## src/inc/smc_map.svh

```systemverilog
/*
 Register offsets, field positions, reset values and event widths of the
 serial port mode control block. Assumes 32-bit APB word addressing.
*/
`ifndef SMC_MAP_SVH
`define SMC_MAP_SVH
`define SMC_MODE_OFFSET 12'h000
`define SMC_STATUS_OFFSET 12'h004
`define SMC_MASK_OFFSET 12'h008
`define SMC_STATE_OFFSET 12'h00c
`define SMC_ENABLE_BIT 15
`define SMC_IDLE_STOP_BIT 13
`define SMC_CODEC_BIT 12
`define SMC_RTS_MODE_BIT 11
`define SMC_PIN_USE_LSB 8
`define SMC_WAKE_BIT 7
`define SMC_LOOP_BIT 6
`define SMC_AUTO_BIT 5
`define SMC_RX_INV_BIT 4
`define SMC_HIGH_SPEED_BIT 3
`define SMC_PARITY_LSB 1
`define SMC_STOP_BIT 0
`define SMC_MODE_WMASK 16'hbbff
`define SMC_MODE_RESET 16'h0000
`define SMC_EVT_WAKE_BIT 0
`define SMC_EVT_AUTO_BIT 1
`define SMC_EVT_WIDTH 2
`define SMC_SYNC_CHAR 8'h55
`endif

```

## src/inc/smc_pkg.sv

```systemverilog
/*
 Types of the serial port mode control block.
 Assumes inc/smc_map.svh is on the include path.
*/
`default_nettype none
package smc_pkg;
   typedef enum logic [1:0] {
      SMC_PINS_TXRX,
      SMC_PINS_RTS,
      SMC_PINS_RTS_CTS,
      SMC_PINS_BCLK
   } smc_pin_use_type;
   typedef struct packed {
      logic serial_port_enable;
      logic idle_stop;
      logic infrared_codec_enable;
      logic request_pin_mode;
      smc_pin_use_type pin_usage_select;
      logic wake_enable;
      logic loop_back_enable;
      logic auto_rate_detect;
      logic receive_idle_invert;
      logic high_speed_rate_select;
      logic [1:0] parity_data_select;
      logic stop_bit_select;
   } smc_mode_type;
   typedef struct packed {
      logic tx_own;
      logic rx_own;
      logic rts_own;
      logic cts_own;
      logic bclk_own;
   } smc_pin_own_type;
endpackage : smc_pkg
`default_nettype wire

```

## src/hdl/smc_wake_detect.sv

```systemverilog
/*
 Receive-pin edge watcher for wake from sleep.
 Assumes the receive pin is synchronous to clk_sys.
*/
`default_nettype none
module smc_wake_detect
   import smc_pkg::*;
(
   input wire logic clk_sys,
   input wire logic nrst,
   input wire logic rx_level,
   output logic fall_edge,
   output logic rise_edge
);
   typedef struct packed {
      logic last;
   } smc_wd_state_type;
   smc_wd_state_type st;
   smc_wd_state_type next_st;
   always_comb begin
      next_st = st;
      next_st.last = rx_level;
      fall_edge = st.last & ~rx_level;
      rise_edge = ~st.last & rx_level;
   end
   always_ff @(posedge clk_sys or negedge nrst) begin
      if (!nrst) begin
         st <= '{last: 1'b1};
      end else begin
         st <= next_st;
      end
   end
endmodule : smc_wake_detect
`default_nettype wire

```

## src/hdl/smc_mode_control.sv

```systemverilog
/*
 Serial port mode register with APB slave, pin ownership, wake and
 auto-rate bookkeeping, and interrupt status/mask.
 Assumes receive pin and datapath strobes are synchronous to clk_sys.
*/
// Decided for this implementation: the register addresses and the APB interface to the registers.
// Notes on behaviour
// - Enable hands pins to port per usage
// - Disable returns pins, gates module power
// - Idle-stop halts module during idle
// - Codec bit inserts infrared encoder/decoder
// - Request pin mode: simplex or flow control
// - Usage field selects owned pins
// - Wake: interrupt on fall, clear on rise
// - Loopback routes transmit into receiver
// - Auto-rate measures sync, hardware clears bit
// - Bits 14 and 10 read zero
`default_nettype none
`include "smc_map.svh"
module smc_mode_control
   import smc_pkg::*;
(
   input wire logic clk_sys,
   input wire logic nrst,
   input wire logic psel,
   input wire logic penable,
   input wire logic pwrite,
   input wire logic [11:0] paddr,
   input wire logic [31:0] pwdata,
   output logic [31:0] prdata,
   output logic pready,
   output logic pslverr,
   input wire logic device_idle,
   input wire logic device_sleep,
   input wire logic receive_pin,
   input wire logic tx_serial,
   input wire logic auto_rate_done,
   output logic module_run,
   output logic codec_insert,
   output logic rts_simplex,
   output smc_pin_own_type pin_own,
   output logic rx_to_receiver,
   output logic tx_to_pin,
   output logic irq
);
   typedef struct packed {
      smc_mode_type mode;
      logic [`SMC_EVT_WIDTH-1:0] status;
      logic [`SMC_EVT_WIDTH-1:0] mask;
      logic [31:0] rdata;
      logic ready;
      logic err;
      logic run;
      logic codec;
      logic simplex;
      smc_pin_own_type own;
      logic rx_path;
      logic tx_path;
      logic irq;
   } smc_state_type;

   smc_state_type st;
   smc_state_type next_st;
   logic fall_edge;
   logic rise_edge;

   function automatic smc_pin_own_type pin_map(input logic en, input smc_pin_use_type use_sel);
      smc_pin_own_type o;
      o = '0;
      // Ownership only while the port is enabled
      if (en) begin
         o.tx_own = 1'b1;
         o.rx_own = 1'b1;
         case (use_sel)
            SMC_PINS_TXRX: o = o;
            SMC_PINS_RTS: o.rts_own = 1'b1;
            SMC_PINS_RTS_CTS: begin
               o.rts_own = 1'b1;
               o.cts_own = 1'b1;
            end
            SMC_PINS_BCLK: o.bclk_own = 1'b1;
            default: o = o;
         endcase
      end
      return o;
   endfunction : pin_map

   function automatic logic [15:0] mode_word(input smc_mode_type m);
      logic [15:0] w;
      // Packs the stored mode into its register layout
      w = 16'h0000;
      w[`SMC_ENABLE_BIT] = m.serial_port_enable;
      w[`SMC_IDLE_STOP_BIT] = m.idle_stop;
      w[`SMC_CODEC_BIT] = m.infrared_codec_enable;
      w[`SMC_RTS_MODE_BIT] = m.request_pin_mode;
      w[`SMC_PIN_USE_LSB+:2] = m.pin_usage_select;
      w[`SMC_WAKE_BIT] = m.wake_enable;
      w[`SMC_LOOP_BIT] = m.loop_back_enable;
      w[`SMC_AUTO_BIT] = m.auto_rate_detect;
      w[`SMC_RX_INV_BIT] = m.receive_idle_invert;
      w[`SMC_HIGH_SPEED_BIT] = m.high_speed_rate_select;
      w[`SMC_PARITY_LSB+:2] = m.parity_data_select;
      w[`SMC_STOP_BIT] = m.stop_bit_select;
      return w;
   endfunction : mode_word

   smc_wake_detect u_wake (
      .clk_sys(clk_sys),
      .nrst(nrst),
      .rx_level(receive_pin),
      .fall_edge(fall_edge),
      .rise_edge(rise_edge)
   );

   always_comb begin
      logic wr;
      logic rd;
      logic [15:0] wv;
      logic [`SMC_EVT_WIDTH-1:0] evt;
      logic [`SMC_EVT_WIDTH-1:0] clr;
      logic wake_hit;
      logic auto_hit;
      wr = 1'b0;
      rd = 1'b0;
      wv = 16'h0000;
      evt = '0;
      clr = '0;
      wake_hit = 1'b0;
      auto_hit = 1'b0;
      next_st = st;
      // Reads answer from the setup edge; writes land at the access edge
      wr = psel & penable & pwrite & st.ready;
      rd = psel & ~penable & ~pwrite;
      wv = pwdata[15:0] & `SMC_MODE_WMASK;
      next_st.ready = psel & ~penable;
      next_st.err = 1'b0;
      if (psel & ~penable) begin
         next_st.err = (paddr != `SMC_MODE_OFFSET) && (paddr != `SMC_STATUS_OFFSET) &&
            (paddr != `SMC_MASK_OFFSET) && (paddr != `SMC_STATE_OFFSET);
      end

      // Read data stands with the ready pulse
      if (rd) begin
         case (paddr)
            `SMC_MODE_OFFSET: next_st.rdata = {16'h0000, mode_word(st.mode)};
            `SMC_STATUS_OFFSET: next_st.rdata = {30'h0, st.status};
            `SMC_MASK_OFFSET: next_st.rdata = {30'h0, st.mask};
            `SMC_STATE_OFFSET: next_st.rdata = {27'h0, st.own};
            default: next_st.rdata = 32'h0000_0000;
         endcase
      end

      // Reserved bits are masked off before any mode write
      if (wr) begin
         case (paddr)
            `SMC_MODE_OFFSET: begin
               next_st.mode.serial_port_enable = wv[`SMC_ENABLE_BIT];
               next_st.mode.idle_stop = wv[`SMC_IDLE_STOP_BIT];
               next_st.mode.infrared_codec_enable = wv[`SMC_CODEC_BIT];
               next_st.mode.request_pin_mode = wv[`SMC_RTS_MODE_BIT];
               next_st.mode.pin_usage_select = smc_pin_use_type'(wv[`SMC_PIN_USE_LSB+:2]);
               next_st.mode.wake_enable = wv[`SMC_WAKE_BIT];
               next_st.mode.loop_back_enable = wv[`SMC_LOOP_BIT];
               next_st.mode.auto_rate_detect = wv[`SMC_AUTO_BIT];
               next_st.mode.receive_idle_invert = wv[`SMC_RX_INV_BIT];
               next_st.mode.high_speed_rate_select = wv[`SMC_HIGH_SPEED_BIT];
               next_st.mode.parity_data_select = wv[`SMC_PARITY_LSB+:2];
               next_st.mode.stop_bit_select = wv[`SMC_STOP_BIT];
            end
            `SMC_STATUS_OFFSET: clr = pwdata[`SMC_EVT_WIDTH-1:0];
            `SMC_MASK_OFFSET: next_st.mask = pwdata[`SMC_EVT_WIDTH-1:0];
            default: next_st.mask = next_st.mask;
         endcase
      end

      // Wake bit watches the pin only while sleeping
      wake_hit = st.mode.wake_enable & device_sleep & st.mode.serial_port_enable;
      if (wake_hit & rise_edge & st.status[`SMC_EVT_WAKE_BIT]) begin
         next_st.mode.wake_enable = 1'b0;
      end
      evt[`SMC_EVT_WAKE_BIT] = wake_hit & fall_edge;

      // Measuring logic reports the sync character done; hardware clear wins
      auto_hit = st.mode.auto_rate_detect & auto_rate_done;
      if (auto_hit) begin
         next_st.mode.auto_rate_detect = 1'b0;
      end
      evt[`SMC_EVT_AUTO_BIT] = auto_hit;

      // Set wins over a same-cycle clear
      next_st.status = (st.status & ~clr) | evt;
      next_st.irq = |(next_st.status & next_st.mask);

      // Derived outputs follow the next mode, in step with the stored mode
      next_st.run = next_st.mode.serial_port_enable &
         ~(next_st.mode.idle_stop & device_idle);
      next_st.codec = next_st.mode.infrared_codec_enable & next_st.run;
      next_st.simplex = next_st.mode.request_pin_mode;
      next_st.own = pin_map(next_st.mode.serial_port_enable,
         next_st.mode.pin_usage_select);
      next_st.rx_path = next_st.mode.loop_back_enable ? tx_serial : receive_pin;
      next_st.tx_path = ~next_st.mode.loop_back_enable;
   end

   always_ff @(posedge clk_sys or negedge nrst) begin
      if (!nrst) begin
         st <= '0;
      end else begin
         st <= next_st;
      end
   end

   assign prdata = st.rdata;
   assign pready = st.ready;
   assign pslverr = st.err;
   assign module_run = st.run;
   assign codec_insert = st.codec;
   assign rts_simplex = st.simplex;
   assign pin_own = st.own;
   assign rx_to_receiver = st.rx_path;
   assign tx_to_pin = st.tx_path;
   assign irq = st.irq;

   // Pin ownership and run state follow the stored mode in the same clock
   AST_ENABLE_PINS: assert property (@(posedge clk_sys) disable iff (!nrst)
      $rose(st.mode.serial_port_enable) |-> pin_own.tx_own && pin_own.rx_own)
      else $error("pins not taken on enable");
   AST_RUN_ENABLE: assert property (@(posedge clk_sys) disable iff (!nrst)
      module_run |-> st.mode.serial_port_enable)
      else $error("module runs while disabled");
   AST_DISABLE_PINS: assert property (@(posedge clk_sys) disable iff (!nrst)
      !st.mode.serial_port_enable |-> pin_own == '0 && !module_run)
      else $error("pins held while disabled");
   AST_IDLE_STOP: assert property (@(posedge clk_sys) disable iff (!nrst)
      st.mode.idle_stop && $past(device_idle) |-> !module_run)
      else $error("module runs in idle");
   AST_CODEC: assert property (@(posedge clk_sys) disable iff (!nrst)
      codec_insert |-> st.mode.infrared_codec_enable)
      else $error("codec inserted while off");
   AST_RTS_MODE: assert property (@(posedge clk_sys) disable iff (!nrst)
      rts_simplex == st.mode.request_pin_mode)
      else $error("request pin mode wrong");
   AST_BCLK_NO_CTS: assert property (@(posedge clk_sys) disable iff (!nrst)
      pin_own.bclk_own |-> !pin_own.cts_own && !pin_own.rts_own)
      else $error("baud clock mode owns handshake pins");
   AST_RTS_OWN: assert property (@(posedge clk_sys) disable iff (!nrst)
      pin_own.rts_own |-> st.mode.pin_usage_select == SMC_PINS_RTS ||
      st.mode.pin_usage_select == SMC_PINS_RTS_CTS)
      else $error("request pin owned in wrong usage");
   AST_CTS_OWN: assert property (@(posedge clk_sys) disable iff (!nrst)
      pin_own.cts_own |-> st.mode.pin_usage_select == SMC_PINS_RTS_CTS)
      else $error("clear pin owned in wrong usage");

   // Wake: event on a fall while asleep, bit dropped on the next rise
   AST_WAKE_IRQ: assert property (@(posedge clk_sys) disable iff (!nrst)
      st.mode.wake_enable && st.mode.serial_port_enable && device_sleep && fall_edge
      |=> st.status[`SMC_EVT_WAKE_BIT])
      else $error("wake event lost");
   AST_WAKE_CLEAR: assert property (@(posedge clk_sys) disable iff (!nrst)
      st.mode.wake_enable && st.mode.serial_port_enable && device_sleep && rise_edge &&
      st.status[`SMC_EVT_WAKE_BIT] |=> !st.mode.wake_enable)
      else $error("wake bit not cleared on rise");
   AST_STATUS_STICKY: assert property (@(posedge clk_sys) disable iff (!nrst)
      st.status[`SMC_EVT_WAKE_BIT] &&
      !(psel && penable && pwrite && pready && paddr == `SMC_STATUS_OFFSET)
      |=> st.status[`SMC_EVT_WAKE_BIT])
      else $error("wake status lost");
   AST_LOOP: assert property (@(posedge clk_sys) disable iff (!nrst)
      st.mode.loop_back_enable && $stable(st.mode.loop_back_enable)
      |-> rx_to_receiver == $past(tx_serial) && !tx_to_pin)
      else $error("loopback not routed");
   AST_TX_PATH: assert property (@(posedge clk_sys) disable iff (!nrst)
      $past(nrst) |-> tx_to_pin == !st.mode.loop_back_enable)
      else $error("transmit path wrong");
   AST_AUTO_CLEAR: assert property (@(posedge clk_sys) disable iff (!nrst)
      st.mode.auto_rate_detect && auto_rate_done
      |=> !st.mode.auto_rate_detect ##0 st.status[`SMC_EVT_AUTO_BIT])
      else $error("auto rate bit not cleared");
   AST_RESERVED: assert property (@(posedge clk_sys) disable iff (!nrst)
      pready && st.rdata[16] == 1'b0 |-> prdata[14] == 1'b0 && prdata[10] == 1'b0)
      else $error("reserved bits read nonzero");

   // Bus answer: one ready pulse per setup, error only with ready
   AST_READY_ANSWER: assert property (@(posedge clk_sys) disable iff (!nrst)
      psel && !penable |=> pready)
      else $error("no ready after setup");
   AST_READY_PULSE: assert property (@(posedge clk_sys) disable iff (!nrst)
      pready |=> !pready)
      else $error("ready held too long");
   AST_SLVERR_QUAL: assert property (@(posedge clk_sys) disable iff (!nrst)
      pslverr |-> pready)
      else $error("error without ready");

   // Main scenarios
   COV_WAKE: cover property (@(posedge clk_sys) disable iff (!nrst)
      $fell(st.mode.wake_enable));
   COV_AUTO: cover property (@(posedge clk_sys) disable iff (!nrst)
      $fell(st.mode.auto_rate_detect));
   COV_IRQ: cover property (@(posedge clk_sys) disable iff (!nrst) $rose(irq));
   COV_BCLK: cover property (@(posedge clk_sys) disable iff (!nrst) pin_own.bclk_own);
   COV_IDLE: cover property (@(posedge clk_sys) disable iff (!nrst)
      st.mode.idle_stop && device_idle && st.mode.serial_port_enable);
endmodule : smc_mode_control
`default_nettype wire

```

## config.mk

```make
export PLATFORM = sky130hd
export DESIGN_NAME = smc_mode_control
export DESIGN_NICKNAME = d
export VERILOG_FILES = /design/src/inc/smc_pkg.sv /design/src/hdl/smc_wake_detect.sv /design/src/hdl/smc_mode_control.sv
export VERILOG_INCLUDE_DIRS = /design/src /design/src/inc
export SDC_FILE = /design/constraint.sdc
export NUM_CORES = 1
export LEC_CHECK = 0
export BUFFER_PORTS_ARGS = -buffer_cell sky130_fd_sc_hd__buf_2
export CAP_MARGIN = 10
export CORE_MARGIN = 1.5
export CORE_UTILIZATION = 45
export DETAILED_ROUTE_END_ITERATION = 6
export PLACE_DENSITY = 0.78
export SYNTH_ARGS = -nofsm -noshare
export SYNTH_HDL_FRONTEND = slang
export SYNTH_SLANG_ARGS = --single-unit
```

## constraint.sdc

```tcl
create_clock -name clk_sys -period 2.4 [get_ports clk_sys]
set_input_delay 0.48 -clock clk_sys [delete_from_list [all_inputs] [get_ports clk_sys]]
set_output_delay 0.48 -clock clk_sys [all_outputs]
set_load 0.01 [all_outputs]
```

==> impl_metrics.env <==
export IMPL_cts_root_buf="clkbuf_8"
export IMPL_rsz0062_at_grt="false"
export IMPL_postCtsHoldBufs=0
export IMPL_syn_area_per_cell_sq_um=11.3
export IMPL_cts_resized=0
export IMPL_crit_type="input pin to flop"
export IMPL_final_cell_mix="buf_2 (62), dfrtp_1 (42), nand2_1 (27)"
export IMPL_drv_slew=0
export IMPL_maxCapViolCount=0
export IMPL_final_area_sq_um=2430
export IMPL_fp_coreArea_sq_um=4440
export IMPL_tritoncts="done"
export IMPL_power_density_nw_per_um2=550
export IMPL_dieWidth_um=71.8
export IMPL_critPathRequiredTime_ns=2.62
export IMPL_drt_iter0_drc=114
export IMPL_max_freq_ghz=0.527
export IMPL_power_leakage_nw=1.32
export IMPL_reg2reg_depth=5
export IMPL_critPathMaxFanout=9
export IMPL_num_vias=1467
export IMPL_finalSetupTns_ns=0
export IMPL_diodes=0
export IMPL_synth_seq_cells=43
export IMPL_yosys_area_top_type="dfrtp_1"
export IMPL_cts_clk_slew_worst_paths_ns=0.08
export IMPL_ant_nets=0
export IMPL_synth_edf_count=0
export IMPL_ys_top_cells_by_area="dfrtp_1 (49%), buf_4 (13%), nand2_1 (4.8%)"
export IMPL_yosys_area_top_type_share_pct=49.3
export IMPL_setup_viol=0
export IMPL_synth_flop_cell="dfrtp_1"
export IMPL_drt_wl_total_um=4180
export IMPL_die_h_um=71.8
export IMPL_numCtsBuffers=5
export IMPL_syn_inst=189
export IMPL_syn_to_final_growth_pct=13.8
export IMPL_track_usage_pct=17.2
export IMPL_final_seq_area_sq_um=1080
export IMPL_grt_pass1_wl_um=6640
export IMPL_multi_input_area_sq_um=785
export IMPL_grt_max_degree=21
export IMPL_cts_setup_buffers=0
export IMPL_fp_row_count=24
export IMPL_route_detailed_drc=0
export IMPL_r2r_setup_slack_ns=0.65
export IMPL_drt_wirelength_per_cell_um=14.2
export IMPL_skew_ns=0.00694
export IMPL_critPathLaunchType="input pin"
export IMPL_r2r_start="pready"
export IMPL_h_tree_depth=2
export IMPL_place_congestion=0.815
export IMPL_yosysSeqAreaShare_pct=50.5
export IMPL_timing_hold_violations_final=0
export IMPL_worst_setup_path_end_kind="flop"
export IMPL_overflow=0
export IMPL_dieArea_sq_um=5160
export IMPL_io_pins=99
export IMPL_cp_arrival_ns=2.12
export IMPL_via_per_inst=4.99
export IMPL_drive_above_1_share_pct=38.8
export IMPL_finalCriticalPeriod_ns=1.90
export IMPL_ir_worst_vdd_mv=0.328
export IMPL_first_global_vias=1387
export IMPL_port_buffer_count=62
export IMPL_status="completed"
export IMPL_synth_warnings=0
export IMPL_clockBufferDepth=2
export IMPL_hpwl_um=3160
export IMPL_final_period_utilization_pct=79.0
export IMPL_start_util_pct=48.0
export IMPL_first_pass_iters=6
export IMPL_antenna_found_initial=0
export IMPL_clock_sinks=43
export IMPL_async_flop_share_pct=100
export IMPL_clock_latency_ns=0.30
export IMPL_hold_class="input pin to async pin"
export IMPL_layout_nets=297
export IMPL_r2r_end="pin_own[2]"
export IMPL_synth_cell_types=39
export IMPL_layout_commonest_cell="buf_2"
export IMPL_syn_area_sq_um=2130
export IMPL_fillers=420
export IMPL_place_area_sq_um=2330
final cells by class:
cell class	count	area share [%]
clock buffer	8	4.12
inverter	6	0.928
multi-input combinational	114	32.3
sequential	43	44.4
tap	52	2.68
timing repair buffer	71	15.6
registers in the layout, summed over array words and instances, names as in the netlist:
signal          count
codec_insert        1
irq                 1
module_run          1
pin_own             3
prdata             14
pready              1
pslverr             1
rts_simplex         1
rx_to_receiver      1
st                 17
tx_to_pin           1
u_wake.st           1
worst max-delay path, stage by stage:
cell     delay [ns]
buf_2          0.17
nor4_2         0.36
nand4_1        0.30
mux2_2         0.39
ha_1           0.28
nor2_1         0.14
where the power goes:
part           switching, mW  internal [mW]  total [mW]
clock network          0.238          0.262       0.500
registers            0.00345          0.731       0.734
logic                 0.0641         0.0374       0.102
Yosys cell counts (all sizes together), types with 3 or more instances:
master and instances:
o21ai 4, nand2 27, o31ai 3, inv 6, a22o 9, dfrtp 42, mux2i 6, nor2 5
nor4 4, nand4 6, a21oi 5, buf 42, mux2 5, nor2b 3
through the flow:
| step | utilization (%) | hold WS [ns] | power, mW | std cells | setup WS (ns) |
|---|---|---|---|---|---|
| floorplan | - | 0.184 | 0.811 | 206 | 0.370 |
| global placement | 52.4 | 0.346 | 0.848 | 286 | 0.225 |
| detailed placement | 52.4 | 0.345 | 0.851 | 286 | 0.215 |
| CTS | 54.6 | 0.0162 | 1.35 | 294 | 0.530 |
| global route | 54.6 | 0.0175 | 1.40 | 294 | 0.430 |
| finish | 54.6 | 0.0148 | 1.34 | 294 | 0.503 |
cells by family (layout without fill, tap and decap cells):
logic type / Yosys count / in the layout / synth area share, %
other: 1 / 18 / 0.176
AOI/OAI and AO/OA: 25 / 25 / 8.33
muxes: 13 / 13 / 7.75
DFF: 43 / 43 / 50.5
and+or+nand+nor: 56 / 56 / 16.4
adders and majority gates: 2 / 2 / 1.17
buffers and inverters: 49 / 85 / 15.7
worst max-delay path by stage:
stage / start / slack (ns) / cells after the start / endpoint
CTS: paddr[3] / 0.53 / 6 / pin_own[2]
global route: paddr[3] / 0.43 / 6 / pin_own[2]
global placement: paddr[3] / 0.23 / 6 / pin_own[2]
finish: paddr[3] / 0.50 / 6 / pin_own[2]
detailed placement: paddr[3] / 0.21 / 6 / pin_own[2]
floorplan: paddr[3] / 0.37 / 7 / pin_own[2]
metal layers:
layer  track usage, %  share of wire [%]
met1             22.2                 43
met2             27.5                 50
met3             4.78                5.1
met4             6.92                1.7
met5                0                  0
(Power assumes the default switching activity.)
